$ cat src/hdl/trap_csr_pkg.sv
`default_nettype none
package trap_csr_pkg;
    // =====================================================
    // register addresses
    localparam logic [11:0] ADDR_STATUS = 12'h300;
    localparam logic [11:0] ADDR_ISA = 12'h301;
    localparam logic [11:0] ADDR_LINE_EN = 12'h304;
    localparam logic [11:0] ADDR_TVEC = 12'h305;
    localparam logic [11:0] ADDR_INHIBIT = 12'h320;
    localparam logic [11:0] ADDR_EVT_FIRST = 12'h323;
    localparam logic [11:0] ADDR_EVT_LAST = 12'h33f;
    localparam int EVT_BASE_IDX = 3;
    // =====================================================
    // status word fields
    localparam int ST_GIE = 3;
    localparam int ST_PGIE = 7;
    localparam int ST_UIE = 0;
    localparam int ST_PREV_USER_IRQ_EN = 4;
    localparam int ST_PP_LO = 11;
    localparam logic [1:0] PP_MACHINE = 2'h3;
    localparam logic [31:0] STATUS_RST = 32'h00001800;
    // =====================================================
    // isa word fields
    localparam logic [1:0] ISA_MXL_32 = 2'h1;
    localparam int ISA_X = 23;
    localparam int ISA_M = 12;
    localparam int ISA_I = 8;
    localparam int ISA_F = 5;
    localparam int ISA_C = 2;
    // =====================================================
    // interrupt lines: fast 31:16, ext 11, timer 7, soft 3
    localparam logic [31:0] LINE_EN_MASK = 32'hffff0888;
    localparam logic [31:0] LINE_EN_RST = 32'h00000000;
    // =====================================================
    // trap vector
    localparam int TVEC_BASE_LO = 8;
    localparam logic [5:0] TVEC_MID_RST = 6'h00;
    localparam logic [1:0] TVEC_MODE_RST = 2'h1;
    // =====================================================
    // counter inhibit and event selectors
    localparam logic [31:0] INHIBIT_RST = 32'h0000000d;
    localparam logic [31:0] INHIBIT_FIXED_MASK = 32'h0000000d;
    localparam logic [31:0] EVT_MASK = 32'h0000ffff;
    localparam logic [31:0] EVT_RST = 32'h00000000;
    localparam int NUM_EVT_MAX = 29;
endpackage : trap_csr_pkg
`default_nettype wire

$ cat src/hdl/trap_target.sv
`default_nettype none
// ==========================================================
// handler address: direct base or base plus four times cause
module trap_target (
    input wire logic [31:0] tvec_i,
    input wire logic is_irq_i,
    input wire logic [4:0] cause_i,
    output logic [31:0] target_o
);
    logic [31:0] base_w;
    logic vec_w;
    assign base_w = {tvec_i[31:trap_csr_pkg::TVEC_BASE_LO], 8'h00};
    assign vec_w = tvec_i[0] & is_irq_i;
    // exceptions ignore vectored mode
    assign target_o = vec_w ? (base_w | {25'h0000000, cause_i, 2'h0}) : base_w;
endmodule : trap_target
`default_nettype wire

$ cat src/hdl/machine_trap_control_csrs.sv
`default_nettype none
module machine_trap_control_csrs #(
    parameter int NUM_EVT = 1,
    parameter bit FPU = 1'b0,
    parameter bit CUSTOM_EXT_PARAM = 1'b0,
    parameter bit CLUSTER_PARAM = 1'b0,
    parameter bit FLOAT_IN_INT_REGS_PARAM = 1'b0,
    parameter bit USER_MODE = 1'b0
) (
    input wire logic ref_clk_i,
    input wire logic sys_rst_i,
    input wire logic [31:0] boot_tvec_i,
    input wire logic csr_we_i,
    input wire logic [11:0] csr_addr_i,
    input wire logic [31:0] csr_wdata_i,
    input wire logic [31:0] irq_i,
    input wire logic exc_i,
    input wire logic mret_i,
    input wire logic uret_i,
    input wire logic [31:0] pc_i,
    output logic [31:0] csr_rdata_o,
    output logic [31:0] status_o,
    output logic [31:0] line_en_o,
    output logic [31:0] pending_o,
    output logic [31:0] inhibit_o,
    output logic [31:0] tvec_o,
    output logic irq_take_o,
    output logic [4:0] irq_cause_o,
    output logic trap_o,
    output logic [31:0] trap_pc_o,
    output logic [31:0] epc_o
);
    // ======================================================
    // storage
    logic gie_q, pgie_q, uie_q, prev_user_irq_en_q;
    logic [31:0] line_en_q;
    logic [23:0] tvec_base_q;
    logic tvec_mode_q;
    logic [31:0] inhibit_q;
    logic [15:0] evt_q [trap_csr_pkg::NUM_EVT_MAX];
    logic [31:0] epc_q;
    logic [31:0] pend_s1_q, pend_q;
    logic [31:0] rdata_q;
    logic trap_q, take_q;
    logic [31:0] trap_pc_q;
    logic [4:0] cause_q;
    logic [1:0] rst_seen_q;

    // ======================================================
    // decode and assembled words
    logic wr_status, wr_line, wr_tvec, wr_inh, evt_hit;
    logic [4:0] evt_idx;
    logic [31:0] status_w, isa_w, tvec_w, inh_mask_w, rdata_d;
    logic [31:0] act_w;
    logic any_act, take_w, trap_w;
    logic [4:0] cause_w;
    logic [31:0] target_w;

    assign wr_status = csr_we_i && (csr_addr_i == trap_csr_pkg::ADDR_STATUS);
    assign wr_line = csr_we_i && (csr_addr_i == trap_csr_pkg::ADDR_LINE_EN);
    assign wr_tvec = csr_we_i && (csr_addr_i == trap_csr_pkg::ADDR_TVEC);
    assign wr_inh = csr_we_i && (csr_addr_i == trap_csr_pkg::ADDR_INHIBIT);
    assign evt_hit = (csr_addr_i >= trap_csr_pkg::ADDR_EVT_FIRST)
                  && (csr_addr_i <= trap_csr_pkg::ADDR_EVT_LAST);
    assign evt_idx = 5'(csr_addr_i - trap_csr_pkg::ADDR_EVT_FIRST);

    // only listed bits exist; the rest read zero
    assign status_w = {19'h00000, trap_csr_pkg::PP_MACHINE, 3'h0, pgie_q, 2'h0,
                       prev_user_irq_en_q, gie_q, 2'h0, uie_q};
    assign isa_w = {trap_csr_pkg::ISA_MXL_32, 6'h00,
                    CUSTOM_EXT_PARAM | CLUSTER_PARAM, 10'h000, 1'b1, 3'h0, 1'b1,
                    2'h0, FPU & ~FLOAT_IN_INT_REGS_PARAM, 2'h0, 1'b1, 2'h0};
    assign tvec_w = {tvec_base_q, 6'h00, 1'b0, tvec_mode_q};

    // inhibit bits only for existing counters
    generate
        for (genvar b = 0; b < 32; b++) begin : g_inh
            if (b < 3) begin : g_fix
                assign inh_mask_w[b] = trap_csr_pkg::INHIBIT_FIXED_MASK[b];
            end else begin : g_evt
                assign inh_mask_w[b] = (b - 3) < NUM_EVT;
            end
        end
    endgenerate

    // ======================================================
    // interrupt selection: highest fast line first, then ext, soft, timer
    assign act_w = pend_q & line_en_q & trap_csr_pkg::LINE_EN_MASK;
    assign any_act = gie_q && (act_w != 32'h0);
    always_comb begin
        cause_w = 5'h00;
        for (int i = 0; i < 32; i++) begin
            if (act_w[i] && (i >= 16)) begin
                cause_w = 5'(i);
            end
        end
        if (act_w[31:16] == 16'h0) begin
            if (act_w[11]) begin
                cause_w = 5'd11;
            end else if (act_w[3]) begin
                cause_w = 5'd3;
            end else if (act_w[7]) begin
                cause_w = 5'd7;
            end
        end
    end
    // a new interrupt is not taken while a trap is already being entered
    assign take_w = any_act && !take_q && !exc_i;
    assign trap_w = take_w || exc_i;

    trap_target u_target (
        .tvec_i(tvec_w),
        .is_irq_i(take_w),
        .cause_i(cause_w),
        .target_o(target_w)
    );

    // ======================================================
    // read mux; unmapped addresses read zero
    always_comb begin
        rdata_d = 32'h0;
        case (csr_addr_i)
            trap_csr_pkg::ADDR_STATUS: rdata_d = status_w;
            trap_csr_pkg::ADDR_ISA: rdata_d = isa_w;
            trap_csr_pkg::ADDR_LINE_EN: rdata_d = line_en_q;
            trap_csr_pkg::ADDR_TVEC: rdata_d = tvec_w;
            trap_csr_pkg::ADDR_INHIBIT: rdata_d = inhibit_q & inh_mask_w;
            default: begin
                if (evt_hit && (32'(evt_idx) < NUM_EVT)) begin
                    rdata_d = {16'h0000, evt_q[evt_idx]};
                end
            end
        endcase
    end

    // ======================================================
    // interrupt lines come from outside: two flops first
    always_ff @(posedge ref_clk_i) begin
        if (sys_rst_i) begin
            pend_s1_q <= 32'h0;
            pend_q <= 32'h0;
        end else begin
            pend_s1_q <= irq_i;
            pend_q <= pend_s1_q;
        end
    end

    // ======================================================
    // status enables: trap stacking beats software writes
    always_ff @(posedge ref_clk_i) begin
        if (sys_rst_i) begin
            gie_q <= trap_csr_pkg::STATUS_RST[trap_csr_pkg::ST_GIE];
            pgie_q <= trap_csr_pkg::STATUS_RST[trap_csr_pkg::ST_PGIE];
            uie_q <= 1'b0;
            prev_user_irq_en_q <= 1'b0;
        end else if (trap_w) begin
            pgie_q <= gie_q;
            gie_q <= 1'b0;
            if (USER_MODE) begin
                prev_user_irq_en_q <= uie_q;
            end
        end else if (mret_i) begin
            gie_q <= pgie_q;
        end else if (uret_i && USER_MODE) begin
            uie_q <= prev_user_irq_en_q;
        end else if (wr_status) begin
            gie_q <= csr_wdata_i[trap_csr_pkg::ST_GIE];
        end
    end

    // ======================================================
    // writable configuration words
    always_ff @(posedge ref_clk_i) begin
        if (sys_rst_i) begin
            line_en_q <= trap_csr_pkg::LINE_EN_RST;
            tvec_mode_q <= trap_csr_pkg::TVEC_MODE_RST[0];
            inhibit_q <= trap_csr_pkg::INHIBIT_RST;
        end else begin
            if (wr_line) begin
                line_en_q <= csr_wdata_i & trap_csr_pkg::LINE_EN_MASK;
            end
            if (wr_tvec) begin
                tvec_mode_q <= csr_wdata_i[0];
            end
            if (wr_inh) begin
                inhibit_q <= csr_wdata_i & inh_mask_w;
            end
        end
    end

    // boot base is a port, so it is caught by the clock, not the reset value
    always_ff @(posedge ref_clk_i) begin
        if (sys_rst_i) begin
            tvec_base_q <= boot_tvec_i[31:trap_csr_pkg::TVEC_BASE_LO];
        end else if (wr_tvec) begin
            tvec_base_q <= csr_wdata_i[31:trap_csr_pkg::TVEC_BASE_LO];
        end
    end

    // ======================================================
    // event selectors, one per implemented counter
    generate
        for (genvar e = 0; e < trap_csr_pkg::NUM_EVT_MAX; e++) begin : g_evt
            if (e < NUM_EVT) begin : g_on
                always_ff @(posedge ref_clk_i) begin
                    if (sys_rst_i) begin
                        evt_q[e] <= trap_csr_pkg::EVT_RST[15:0];
                    end else if (csr_we_i && evt_hit && (evt_idx == 5'(e))) begin
                        evt_q[e] <= csr_wdata_i[15:0];
                    end
                end
            end else begin : g_off
                assign evt_q[e] = 16'h0000;
            end
        end
    endgenerate

    // ======================================================
    // exception pc, trap redirect and registered outputs
    always_ff @(posedge ref_clk_i) begin
        if (sys_rst_i) begin
            epc_q <= 32'h0;
            trap_q <= 1'b0;
            take_q <= 1'b0;
            trap_pc_q <= 32'h0;
            cause_q <= 5'h00;
            rdata_q <= 32'h0;
            rst_seen_q <= 2'h0;
        end else begin
            trap_q <= trap_w;
            take_q <= take_w;
            cause_q <= cause_w;
            rdata_q <= rdata_d;
            rst_seen_q <= {rst_seen_q[0], 1'b1};
            if (trap_w) begin
                epc_q <= {pc_i[31:1], 1'b0};
                trap_pc_q <= target_w;
            end else if (mret_i) begin
                trap_pc_q <= epc_q;
            end
        end
    end

    assign csr_rdata_o = rdata_q;
    assign status_o = status_w;
    assign line_en_o = line_en_q;
    assign pending_o = pend_q & trap_csr_pkg::LINE_EN_MASK;
    assign inhibit_o = inhibit_q & inh_mask_w;
    assign tvec_o = tvec_w;
    assign irq_take_o = take_q;
    assign irq_cause_o = cause_q;
    assign trap_o = trap_q;
    assign trap_pc_o = trap_pc_q;
    assign epc_o = epc_q;

    // ======================================================
    // checks
    property p_pgie_save;
        @(posedge ref_clk_i) disable iff (sys_rst_i)
        trap_w |=> (pgie_q == $past(gie_q)) && !gie_q;
    endproperty
    a_pgie_save: assert property (p_pgie_save) else $error("prev enable not saved");

    property p_mret;
        @(posedge ref_clk_i) disable iff (sys_rst_i)
        (mret_i && !trap_w) |=> (gie_q == $past(pgie_q)) && (trap_pc_o == $past(epc_q));
    endproperty
    a_mret: assert property (p_mret) else $error("mret restore wrong");

    property p_status_fixed;
        @(posedge ref_clk_i) disable iff (sys_rst_i)
        (status_w & 32'hffffff66) == 32'h00001800;
    endproperty
    a_status_fixed: assert property (p_status_fixed) else $error("status fixed bits");

    property p_gie_write;
        @(posedge ref_clk_i) disable iff (sys_rst_i)
        (wr_status && !trap_w && !mret_i && !uret_i) |=> gie_q == $past(csr_wdata_i[3]);
    endproperty
    a_gie_write: assert property (p_gie_write) else $error("global enable write lost");

    property p_isa;
        @(posedge ref_clk_i) disable iff (sys_rst_i)
        (csr_addr_i == trap_csr_pkg::ADDR_ISA) |=> (csr_rdata_o & 32'hff7fffdf) == 32'h40001104;
    endproperty
    a_isa: assert property (p_isa) else $error("isa word wrong");

    property p_line_en;
        @(posedge ref_clk_i) disable iff (sys_rst_i)
        wr_line |=> line_en_q == ($past(csr_wdata_i) & 32'hffff0888);
    endproperty
    a_line_en: assert property (p_line_en) else $error("line enable write");

    property p_tvec_fixed;
        @(posedge ref_clk_i) disable iff (sys_rst_i)
        tvec_o[7:1] == 7'h00;
    endproperty
    a_tvec_fixed: assert property (p_tvec_fixed) else $error("vector low bits");

    property p_tvec_reset;
        @(posedge ref_clk_i)
        (rst_seen_q == 2'h1) |-> (tvec_o[7:0] == 8'h01);
    endproperty
    a_tvec_reset: assert property (p_tvec_reset) else $error("vector reset value");

    property p_inhibit_reset;
        @(posedge ref_clk_i)
        (rst_seen_q == 2'h1) |-> (inhibit_o[3:0] == 4'hd);
    endproperty
    a_inhibit_reset: assert property (p_inhibit_reset) else $error("inhibit reset");

    property p_take_gated;
        @(posedge ref_clk_i) disable iff (sys_rst_i)
        irq_take_o |-> $past(gie_q) && ($past(act_w) != 32'h0);
    endproperty
    a_take_gated: assert property (p_take_gated) else $error("irq taken while masked");

    property p_direct;
        @(posedge ref_clk_i) disable iff (sys_rst_i)
        (exc_i) |=> trap_pc_o == {$past(tvec_base_q), 8'h00};
    endproperty
    a_direct: assert property (p_direct) else $error("exception target");

    property p_pending;
        @(posedge ref_clk_i) disable iff (sys_rst_i)
        ##2 pending_o == ($past(irq_i, 2) & 32'hffff0888);
    endproperty
    a_pending: assert property (p_pending) else $error("pending mismatch");

    property p_evt_hi;
        @(posedge ref_clk_i) disable iff (sys_rst_i)
        evt_hit |=> csr_rdata_o[31:16] == 16'h0000;
    endproperty
    a_evt_hi: assert property (p_evt_hi) else $error("selector upper bits");
endmodule : machine_trap_control_csrs
`default_nettype wire

$ cat config.mk
export PLATFORM = sky130hd
export DESIGN_NAME = machine_trap_control_csrs
export DESIGN_NICKNAME = d
export VERILOG_FILES = /design/src/hdl/trap_csr_pkg.sv /design/src/hdl/trap_target.sv /design/src/hdl/machine_trap_control_csrs.sv
export SDC_FILE = /design/constraint.sdc
export NUM_CORES = 1
export LEC_CHECK = 0
export BUFFER_PORTS_ARGS = -buffer_cell sky130_fd_sc_hd__buf_2
export CORE_AREA = 2 2 158 160
export CTS_BUF_LIST = sky130_fd_sc_hd__clkbuf_2
export CTS_CLUSTER_DIAMETER = 100
export DETAILED_ROUTE_END_ITERATION = 10
export DIE_AREA = 0 0 160 162
export GPL_TIMING_DRIVEN = 0
export PLACE_DENSITY = 0.63
export SYNTH_ARGS = -nofsm -noshare
export SYNTH_HDL_FRONTEND = slang
export SYNTH_SLANG_ARGS = --single-unit
$ cat constraint.sdc
create_clock -name ref_clk_i -period 2.8 [get_ports ref_clk_i]
set_clock_uncertainty 0.1 [all_clocks]
set_input_delay 0 -clock ref_clk_i [delete_from_list [all_inputs] [get_ports ref_clk_i]]
set_output_delay 0 -clock ref_clk_i [all_outputs]
set_load 0.005 [all_outputs]
After elaboration in Yosys (flattened, before gate mapping). Cells that the tools add are included.

Add/sub/neg operators: 1. $lt $le $gt $ge: 4. Eq/ne operators: 5. Muxes and demuxes: 32. Bitwise gates (word level): 4. Reduce and logical (&&, ||, !) cells: 21.

Operator list (count): one-hot mux 32 bit (5 select lines) (1); 2-to-1 mux 5 bit (20); 2-to-1 mux 32 bit (3); binary-select mux 16 bit (select 5 bit) (1); equality test 12 x 10 -> 1 bit (second input constant) (5); 2-to-1 mux 16 bit (3); 2-to-1 mux 24 bit (2); bitwise AND 32 bit (1); bitwise OR 32 x 7 -> 32 bit (1); nonzero test 32 bit (1); logical NOT 16 bit (1); >= comparator 12 x 10 -> 1 bit (second input constant) (1); <= comparator 12 x 10 -> 1 bit (second input constant) (1); logical AND 1 bit (11); >= comparator 6 bit (second input constant) (1); inverter 5 -> 6 bit (1); nonzero test 2 bit (3); logical NOT 5 bit (1); less-than comparator 5 x 1 -> 1 bit (second input constant) (1); subtractor 5 x 2 -> 5 bit (second input constant) (1); logical NOT 1 bit (2); 2-to-1 mux 1 bit (2); OR reduction 2 bit (1); bitwise AND 1 bit (1); logical OR 1 bit (1).

Register bits after elaboration: 231. Input port bits: 146. Output and inout port bits: 263.

Longest topological paths before layout. Gate-level depths: netlist (run 1).

Depth after elaboration: 24. Depth in mapped cells: 9.

By module. From an unflattened synthesis (run 1), not the netlist that was laid out.

Cell total of the unflattened synthesis: 911. Area, all modules: 8813.5 sq um.

Modules (own cells, without submodules): machine_trap_control_csrs (instances 1, cells an instance 878, area each 8575.7 sq um, sequential area each 4344.2 sq um); trap_target (instances 1, cells an instance 33, area each 237.7 sq um, sequential area each 0.0 sq um).

Worst setup path before layout (run 1). Ideal clock, no wire load.

Path kind: input -> register. Start point: input port csr_addr_i[10]. End point: register tvec_base_q[0] (enable). Setup time: 0.381 ns. Data arrival time: 1.819 ns. Data required time: 2.319 ns. Slack: 0.500 ns. Stages on the path: 6. Buffers on the path: 1. Cells stage by stage: nor4_1 nand2_1 nor4_4 clkbuf_1 nand2_1 nand2_1.

Cells in the longest elaborated chain, start to end: 3.

Ends and longest elaborated chain: from (decl) (line machine_trap_control_csrs.sv:14) `input wire logic [11:0] csr_addr_i,`; equality test 12 x 10 -> 1 bit (line machine_trap_control_csrs.sv:61) `assign wr_tvec = csr_we_i && (csr_addr_i == trap_csr_pkg::ADDR_TVEC);`; logical AND 1 bit (line machine_trap_control_csrs.sv:61); nonzero test 2 bit (no source line); to (signal assigned) (line machine_trap_control_csrs.sv:194) `tvec_base_q <= boot_tvec_i[31:trap_csr_pkg::TVEC_BASE_LO];`; to (signal assigned) (line machine_trap_control_csrs.sv:196) `tvec_base_q <= csr_wdata_i[31:trap_csr_pkg::TVEC_BASE_LO];`; to (decl) (line machine_trap_control_csrs.sv:37) `logic [23:0] tvec_base_q;`.

Every way passes these cells. A chain may end at the register's enable or synchronous reset.

Worst setup path after layout (run 1).
Start point: input port csr_addr_i[10]. End point: register evt_q[454] in the netlist's numbering.

Cells in the longest elaborated chain, start to end: 4. Elaborated cells between the ends (all ways): 5.

Ends and longest elaborated chain: >= comparator 12 x 10 -> 1 bit / <= comparator 12 x 10 -> 1 bit (equally long branches) (line machine_trap_control_csrs.sv:63, machine_trap_control_csrs.sv:64); logical AND 1 bit (*) (line machine_trap_control_csrs.sv:64) `&& (csr_addr_i <= trap_csr_pkg::ADDR_EVT_LAST);`; logical AND 1 bit (*) (2 in series) (line machine_trap_control_csrs.sv:208) `end else if (csr_we_i && evt_hit && (evt_idx == 5'(e))) begin`; to (signal, indexed assignment) (line machine_trap_control_csrs.sv:207) `evt_q[e] <= trap_csr_pkg::EVT_RST[15:0];`; to (signal, indexed assignment) (line machine_trap_control_csrs.sv:209) `evt_q[e] <= csr_wdata_i[15:0];`; to (decl) (line machine_trap_control_csrs.sv:40) `logic [15:0] evt_q [trap_csr_pkg::NUM_EVT_MAX];`.

Mark *: on every way between the ends. The rest lies on a longest branch, timed or not.

==> impl_metrics.ini, run 1 <==
[sta]
rsz0062_at_grt = false
finalCriticalPeriod_ns = 2.850
slew_violations = 0
finalHoldViolCount = 0
finalCritPeriodShare = 1.018
setup_viol = 6
slew_headroom = 0.3708
finalSetupTns_ns = -0.1552
setup_ws_ns = -0.04990
fmax_mhz = 350.9
worst_pin_slew_ns = 0.9438

[synth]
synth_top_cell_by_area = dfxtp_1
avgSynthCellArea_um2 = 9.670
synth_warnings = 0
seq_area_frac_synth = 0.5064
synthTopCellsByArea = dfxtp_1 42%, buf_4 8.6%, edfxtp_1 8.4%
synth-seq-cells = 204
yosys_most_used_dff = dfxtp_1
netlist_area_um2 = 8538
synth_enable_flop_cells = 24
async_reset_ff_frac = 0
netlist.area_leader.share = 0.4220
synthCells = 883
synthDistinctLibCells = 57

[clock_tree]
cts_root_buf = clkbuf_2
clock_latency_ns = 0.86
htreeDepth = 2
cts.sinks = 204
tritoncts = done
cts_max_path_buffers = 3
clk_pin_slew_ns = 0.12
cts_made_buffers = 54

[floorplanning]
ios = 409
num_rows = 57
die_w_um = 160
core_um2 = 24110
initial_utilization = 0.3542
die_area_um2 = 25920
die_h_um = 162

[power_and_ir_drop]
finalPower_uw = 6354
max-vdd-ir-drop_mv = 0.3671
power_leakage_uw = 0.006642
pwr_density_cell_nw_per_um2 = 440.3

[global_route]
grt_use_met2 = 0.4587
met1_usage = 0.3052
overflow = 0
grt_use_total = 0.2633
grt_pass1_wl_um = 53120
grt_max_degree = 25
grt-busiest-layer = met2
antenna_found_initial = 3
first_global_vias = 9600
use_met3 = 0.05975

[route]
routed_wl_um = 35490
dr.pass1.iters = 6
initialDrtViolationCount = 646
vias = 9370
detail_route.wl_per_cell_um = 17.71
drc_errors = 0
vias_per_cell = 4.676
ant_nets = 0

[finish]
fillCellCount = 2037
area_growth_pct = 69.04
register_area_um2 = 4324
utilization = 0.5987
design_area_um2 = 14430
layout.nets = 1785
drive_gt1_frac = 0.3196
multi_input_comb_area_um2 = 3591

[critical_path]
cp_max_fo = 10
start_kind = primary input
worstSetupEndpointType = flop
arrival_ns = 3.46
crit_type = in -> reg
worstPathRequired_ns = 3.41

[placement]
dpl-instance-area_um2 = 10730
io_buffers = 287
dp_hpwl_um = 22750
gp_congestion = 0.8431

[min_path]
hold_class = in -> reg

[job]
maxCapViolations = 0

[status]
status = complete, but fails checks
failed_checks = negative setup slack
layout by cell type, fill, tap and decap left out, drive strengths merged, types with 9 or more instances in the layout:
master / instances
edfxtp: 24
mux2i: 44
o21ai: 11
clkinv: 11
dlygate4sd3: 315
clkbuf: 117
buf: 406
nor2b: 40
a21oi: 56
mux2: 24
nor2: 71
nand2: 122
a211oi: 29
dfxtp: 180
conb: 94
a22oi: 34
nor3: 11
nand3: 9
per-stage QoR:
stage                     setup slack [ns]  instances  hold WS, ns
after floorplan                     0.5000        975      0.02818
after global placement             -0.5111       1586       0.1102
after detailed placement           -0.5914       1586       0.1117
after CTS                         0.007748       1999      0.05294
after global routing               0.01282       2004       0.1005
final                             -0.04990       2004      0.08216
layer usage:
layer | wire, µm | vias up
li1 | - | 4426
met1 | 14070 | 4373
met2 | 17360 | 463
met3 | 2510 | 108
met4 | 1555 | 0
met5 | 0 | -
report_power, final:
| part | internal (µW) | switching, µW |
|---|---|---|
| registers | 3080 | 102 |
| logic | 566 | 423 |
| clock network | 903 | 1280 |
| total | 4550 | 1810 |
synthesized netlist by cell type, drive strengths merged, types with 2 or more instances:
library cell  number
dfxtp            180
a221oi             3
nor4               6
a211oi            29
and3b              2
nand3b             2
o21ai             11
mux2              24
ha                 4
a21boi             2
nand3              9
a22o               4
conb               2
nor3              11
nand2            122
o2bb2ai            5
nor2b             40
a22oi             34
and2               3
nand4              4
a31oi              3
o311ai             2
a2111oi            2
o2111ai            2
inv                7
mux2i             44
edfxtp            24
a21oi             56
nor2              71
a32o               2
and3               7
nand2b             4
buf              117
clkbuf            31
and4               3
repair_timing:
action,4_1_cts,5_1_grt
endpoints found under the hold margin,190,1
endpoints found under the setup margin,0,39
hold buffers,315,1
resized for setup,0,4
setup buffers,0,2
cell families after synthesis:
group / Yosys count / share of synthesized area
buffers and inverters: 155 / 0.1159
flip-flops: 204 / 0.5064
adder cells (fa/ha/maj): 4 / 0.005862
AO/OA/AOI/OAI: 162 / 0.1291
multiplexers: 68 / 0.08324
other: 2 / 0.0008796
AND/OR/NAND/NOR: 288 / 0.1586
layout make-up:
cell class | instances | share of cell area
timing repair buffer | 604 | 0.3190
sequential | 204 | 0.2996
multi-input combinational | 616 | 0.2488
buffer | 148 | 0.06675
clock buffer | 86 | 0.02982
tap | 324 | 0.02809
clock inverter | 12 | 0.005548
inverter | 7 | 0.001821
antenna | 3 | 0.0005202
state kept, by name, summed over array words and instances, names as in the netlist:
signal and cells:
line_en_o 19, trap_o 1, pend_s1_q 19, evt_q 16
epc_o 31, tvec_mode_q 1, irq_take_o 1, irq_cause_o 5
gie_q 1, csr_rdata_o 32, pgie_q 1, trap_pc_o 31
inhibit_q 3, pend_q 19, tvec_base_q 24
path summary, 6_finish.rpt:
path                                   end  slack [ns]           start  cells past startpoint
worst max register to register    epc_o[8]        0.15   line_en_o[23]                      7
worst min-delay path                 gie_q        0.08  csr_wdata_i[3]                      4
worst max-delay path            evt_q[454]       -0.05  csr_addr_i[10]                     10
worst min register to register  pend_q[31]        0.26   pend_s1_q[31]                      1
critical path, cell delays in order:
cell           delay (ns)
buf_2                0.11
nor4_1               0.29
dlygate4sd3_1        0.68
nand3_1              0.10
dlygate4sd3_1        0.63
a211oi_4             0.52
buf_8                0.25
mux2i_1              0.25
dlygate4sd3_1        0.59
nor2_1               0.04
(Power assumes the default switching activity.)
==> run 2: changes to the inputs <==
- MAX_ROUTING_LAYER: unset -> met4
==> run 2 against run 1 <==
  * Worst setup slack better by 0.034 ns
  * First-iteration DRC count is 1.5% higher
  * Via count is 0.16% higher
  * Largest power group unchanged
  * The run still ends with negative setup slack left
  * Die area stayed put
  * Power is 0.15% higher
==> impl_metrics.ini, run 2 (synthesis results as in run 1) <==
[status]
status = complete, but fails checks
failed_checks = negative setup slack

[global_route]
grt_pass1_wl_um = 53120
grt_use_met2 = 0.4593
met1_usage = 0.3084
grt-busiest-layer = met2
antenna_found_initial = 3
use_met3 = 0.05414
grt_use_total = 0.2712
overflow = 0
grt_max_degree = 25
first_global_vias = 9597

[finish]
final_cells = 2004
drive_gt1_frac = 0.3196
largest_reg_flops = 32
fillCellCount = 2037
layout.nets = 1785
register_area_um2 = 4324
utilization = 0.5987
area_growth_pct = 69.04
multi_input_comb_area_um2 = 3591
layout_commonest_cell = dlygate4sd3_1
final_cell_mix = 315 x dlygate4sd3_1, 303 x buf_2, 180 x dfxtp_1, 121 x nand2_1, 100 x buf_4

[power_and_ir_drop]
max-vdd-ir-drop_mv = 0.3669
pwr_density_cell_nw_per_um2 = 440.9
power_leakage_uw = 0.006642
finalPower_uw = 6363

[critical_path]
arrival_ns = 3.43
worstPathRequired_ns = 3.42
cp_max_fo = 10
crit_type = in -> reg
worstSetupEndpointType = flop
slowest_delay_ns = 0.67
cpMostUsedCell = dlygate4sd3_1
critical-path-slowest-cell = dlygate4sd3_1
crit_chain = buf_2, nor4_1, dlygate4sd3_1, nand3_1, dlygate4sd3_1, a211oi_4, buf_8, mux2i_1, dlygate4sd3_1, nor2_1
start_kind = primary input

[min_path]
hold_class = in -> reg

[route]
dr.pass1.iters = 6
drc_errors = 0
ant_nets = 0
initialDrtViolationCount = 656
detail_route.wl_per_cell_um = 17.73
routed_wl_um = 35520
vias = 9385
vias_per_cell = 4.683

[clock_tree]
cts_max_path_buffers = 3
cts_root_buf = clkbuf_2
cts_made_buffers = 54
cts.sinks = 204
clock_latency_ns = 0.86
clk_pin_slew_ns = 0.12
htreeDepth = 2
tritoncts = done

[sta]
setup_ws_ns = -0.01593
rsz0062_at_grt = false
worst_pin_slew_ns = 0.9546
fmax_mhz = 355.1
finalHoldViolCount = 0
finalCriticalPeriod_ns = 2.816
slew_headroom = 0.3636
setup_viol = 1
finalCritPeriodShare = 1.006
slew_violations = 0

[job]
maxCapViolations = 0

[placement]
io_buffers = 287
dp_hpwl_um = 22750
dp_cells = 1586
gp_congestion = 0.8563

[floorplanning]
die_area_um2 = 25920
initial_utilization = 0.3542
die_w_um = 160
ios = 409
num_rows = 57
core_um2 = 24110
die_h_um = 162
## run 2: final timing paths
path / startpoint / to / slack (ns) / depth (start not counted)
worst max-delay path: csr_addr_i[10] / evt_q[454] / -0.02 / 10
worst min-delay path: csr_wdata_i[3] / gie_q / 0.1 / 4
worst max register to register: line_en_o[23] / epc_o[6] / 0.19 / 7
worst min register to register: pend_s1_q[31] / pend_q[31] / 0.27 / 1
## run 2: area by class of cell
type / instances / share of cell area
inverter: 7 / 0.001821
clock inverter: 12 / 0.005548
tap: 324 / 0.02809
sequential: 204 / 0.2996
multi-input combinational: 616 / 0.2488
antenna: 3 / 0.0005202
timing repair buffer: 604 / 0.3190
clock buffer: 86 / 0.02982
buffer: 148 / 0.06675
## run 2: timing repair
| action | CTS | global route |
|---|---|---|
| setup endpoints to repair | 0 | 39 |
| buffers inserted | 0 | 2 |
| hold buffers | 315 | 1 |
| gates resized for setup | 0 | 4 |
| endpoints found under the hold margin | 190 | 1 |
## run 2: worst max-delay path: cells and delay by family
family,cells,cell delay (ns)
AND/OR/NAND/NOR,3,0.42
buffers and inverters,5,2.25
multiplexers,1,0.24
AO/OA/AOI/OAI,1,0.52
## run 2: metal layers
| metal | wire, µm | vias up | part of all wire |
|---|---|---|---|
| li1 | - | 4420 | - |
| met2 | 17300 | 466 | 0.49 |
| met5 | 0 | - | 0 |
| met4 | 1581 | 0 | 0.045 |
| met3 | 2446 | 116 | 0.069 |
| met1 | 14200 | 4383 | 0.40 |
## run 2: metrics by stage
stage          setup WS (ns)  hold WS [ns]  area, µm²  TNS (ns)
2_1_floorplan         0.5000       0.02818       8884         0
3_3_place_gp         -0.5111        0.1102      10730    -12.23
3_5_place_dp         -0.5914        0.1117      10730    -14.16
4_1_cts             0.007748       0.05294      14390         0
5_1_grt              0.01930        0.1005      14430         0
6_report            -0.01593       0.09811      14430  -0.01593
## run 2: power breakdown
part / switching (µW) / internal (µW)
combinational: 424 / 566
clock: 1290 / 903
sequential: 102 / 3080
total: 1820 / 4550
==> run 3: changes to the inputs <==
- CORE_AREA: 2 2 158 160 -> 2 2 157 159
- DIE_AREA: 0 0 160 162 -> 0 0 159 161
- SETUP_SLACK_MARGIN: unset -> 0.3
==> run 3 against run 2 <==
  * The flow finishes with violations (negative hold slack)
  * Register-to-register slack improved by 0.27 ns
  * Flip-flop and latch count is the same
  * Die area is 1.2% lower
  * Final area about the same
  * Worst setup slack better by 0.48 ns
==> impl_metrics.ini, run 3 (synthesis results as in run 1) <==
[min_path]
min_from = csr_addr_i[6]
hold_class = in -> reg
hold_depth = 7

[critical_path]
cp_max_fo = 10
worstPathRequired_ns = 3.44
crit_type = reg -> reg
start_kind = flop
critical-path-slowest-cell = dfxtp_1
timing.rr.start = line_en_o[16]
worstSetupEndpointType = flop
crit_chain = a22oi_1, and4_1, a41oi_2, buf_2, buf_2, nand2_1, a21oi_1
startpoint = line_en_o[16]
slowest_delay_ns = 0.50
cpMostUsedCell = buf_2
r2r_cells = 7
arrival_ns = 2.98

[finish]
fillCellCount = 2005
multi_input_comb_area_um2 = 3605
area_growth_pct = 69.08
layout.nets = 1786
layout_commonest_cell = dlygate4sd3_1
drive_gt1_frac = 0.3210
final_cell_mix = 311 x dlygate4sd3_1, 303 x buf_2, 180 x dfxtp_1, 121 x nand2_1, 104 x buf_4
register_area_um2 = 4324
largest_reg_flops = 32
design_area_um2 = 14440

[floorplanning]
num_rows = 57
die_h_um = 161
core_um2 = 23960
initial_utilization = 0.3563
die_w_um = 159
die_area_um2 = 25600
ios = 409

[power_and_ir_drop]
power_leakage_uw = 0.006690
max-vdd-ir-drop_mv = 0.2559
pwr_density_cell_nw_per_um2 = 435.4
finalPower_uw = 6285

[sta]
finalHoldViolCount = 2
worst_pin_slew_ns = 0.9902
finalCriticalPeriod_ns = 2.340
holdWs_ns = -0.002955
slew_violations = 0
slew_headroom = 0.3399
fmax_mhz = 427.3
finalSetupTns_ns = 0
setup_viol = 0
finalCritPeriodShare = 0.8359
rsz0062_at_grt = false

[placement]
gp_congestion = 0.8835
dpl-instance-area_um2 = 10730
io_buffers = 287
dp_hpwl_um = 22780

[route]
detail_route.wl_per_cell_um = 17.44
dr.pass1.iters = 7
initialDrtViolationCount = 590
routed_wl_um = 34910
ant_nets = 0
drc_errors = 0
vias_per_cell = 4.651
vias = 9311

[global_route]
grt_pass1_wl_um = 52520
grt_max_degree = 25
grt_use_total = 0.2693
antenna_found_initial = 2
first_global_vias = 9667
overflow = 0

[clock_tree]
clk_pin_slew_ns = 0.11
clock_latency_ns = 0.81
cts.sinks = 204
cts_root_buf = clkbuf_2
cts_max_path_buffers = 3
htreeDepth = 2
cts_made_buffers = 53
tritoncts = done

[status]
failed_checks = negative hold slack
status = complete, but fails checks

[job]
maxCapViolations = 0
## run 3: changes by cell type in the layout (fill, tap and decap cells not counted), sizes merged
cell          before  now
buf              406  410
clkbuf           117  114
diode              3    2
dlygate4sd3      315  311
dlymetal6s4s       0    2
## run 3: where the power goes
part	switching, µW	internal, µW
Combinational	420	558
Sequential	97.2	3080
Clock	1260	867
Total	1780	4500
## run 3: cell type report
type,instances,area share
timing repair buffer,606,0.3200
sequential,204,0.2995
multi-input combinational,616,0.2497
buffer,148,0.06674
clock buffer,83,0.02877
tap,324,0.02808
clock inverter,12,0.005027
inverter,7,0.001820
antenna,2,0.0003467
## run 3: path summary, 6_finish.rpt
check | end | slack (ns)
hold reg to reg | pend_q[28] | 0.34
setup reg to reg | epc_o[26] | 0.46
setup / recovery | epc_o[26] | 0.46
hold / removal | inhibit_q[0] | -0.003
## run 3: metrics by stage
step,setup slack [ns],util,std cells
6_report,0.4596,0.6024,2002
4_1_cts,0.3161,0.5983,1993
5_1_grt,0.3364,0.6024,2002
3_5_place_dp,-0.5495,0.4476,1586
2_1_floorplan,0.5000,-,975
3_3_place_gp,-0.5236,0.4476,1586
## run 3: what timing repair did
item	CTS	global route
resized for setup	0	9
hold buffers	312	1
hold endpoints to repair	188	2
buffers inserted	0	6
endpoints found under the setup margin	0	68
## run 3: critical path: cells and delay by family, from the launching register on
kind                   cells  cell delay (ns)
buffers and inverters      2             0.62
flip-flops                 1             0.50
AND/OR/NAND/NOR            2             0.37
AO/OA/AOI/OAI              3             0.67
## run 3: per-layer routing
| layer | up-vias | GRT usage | routed length (µm) |
|---|---|---|---|
| met4 | 0 | 0.1215 | 1301 |
| met5 | - | - | 0 |
| li1 | 4414 | - | - |
| met1 | 4367 | 0.3061 | 14050 |
| met2 | 431 | 0.4617 | 17300 |
| met3 | 99 | 0.05265 | 2253 |
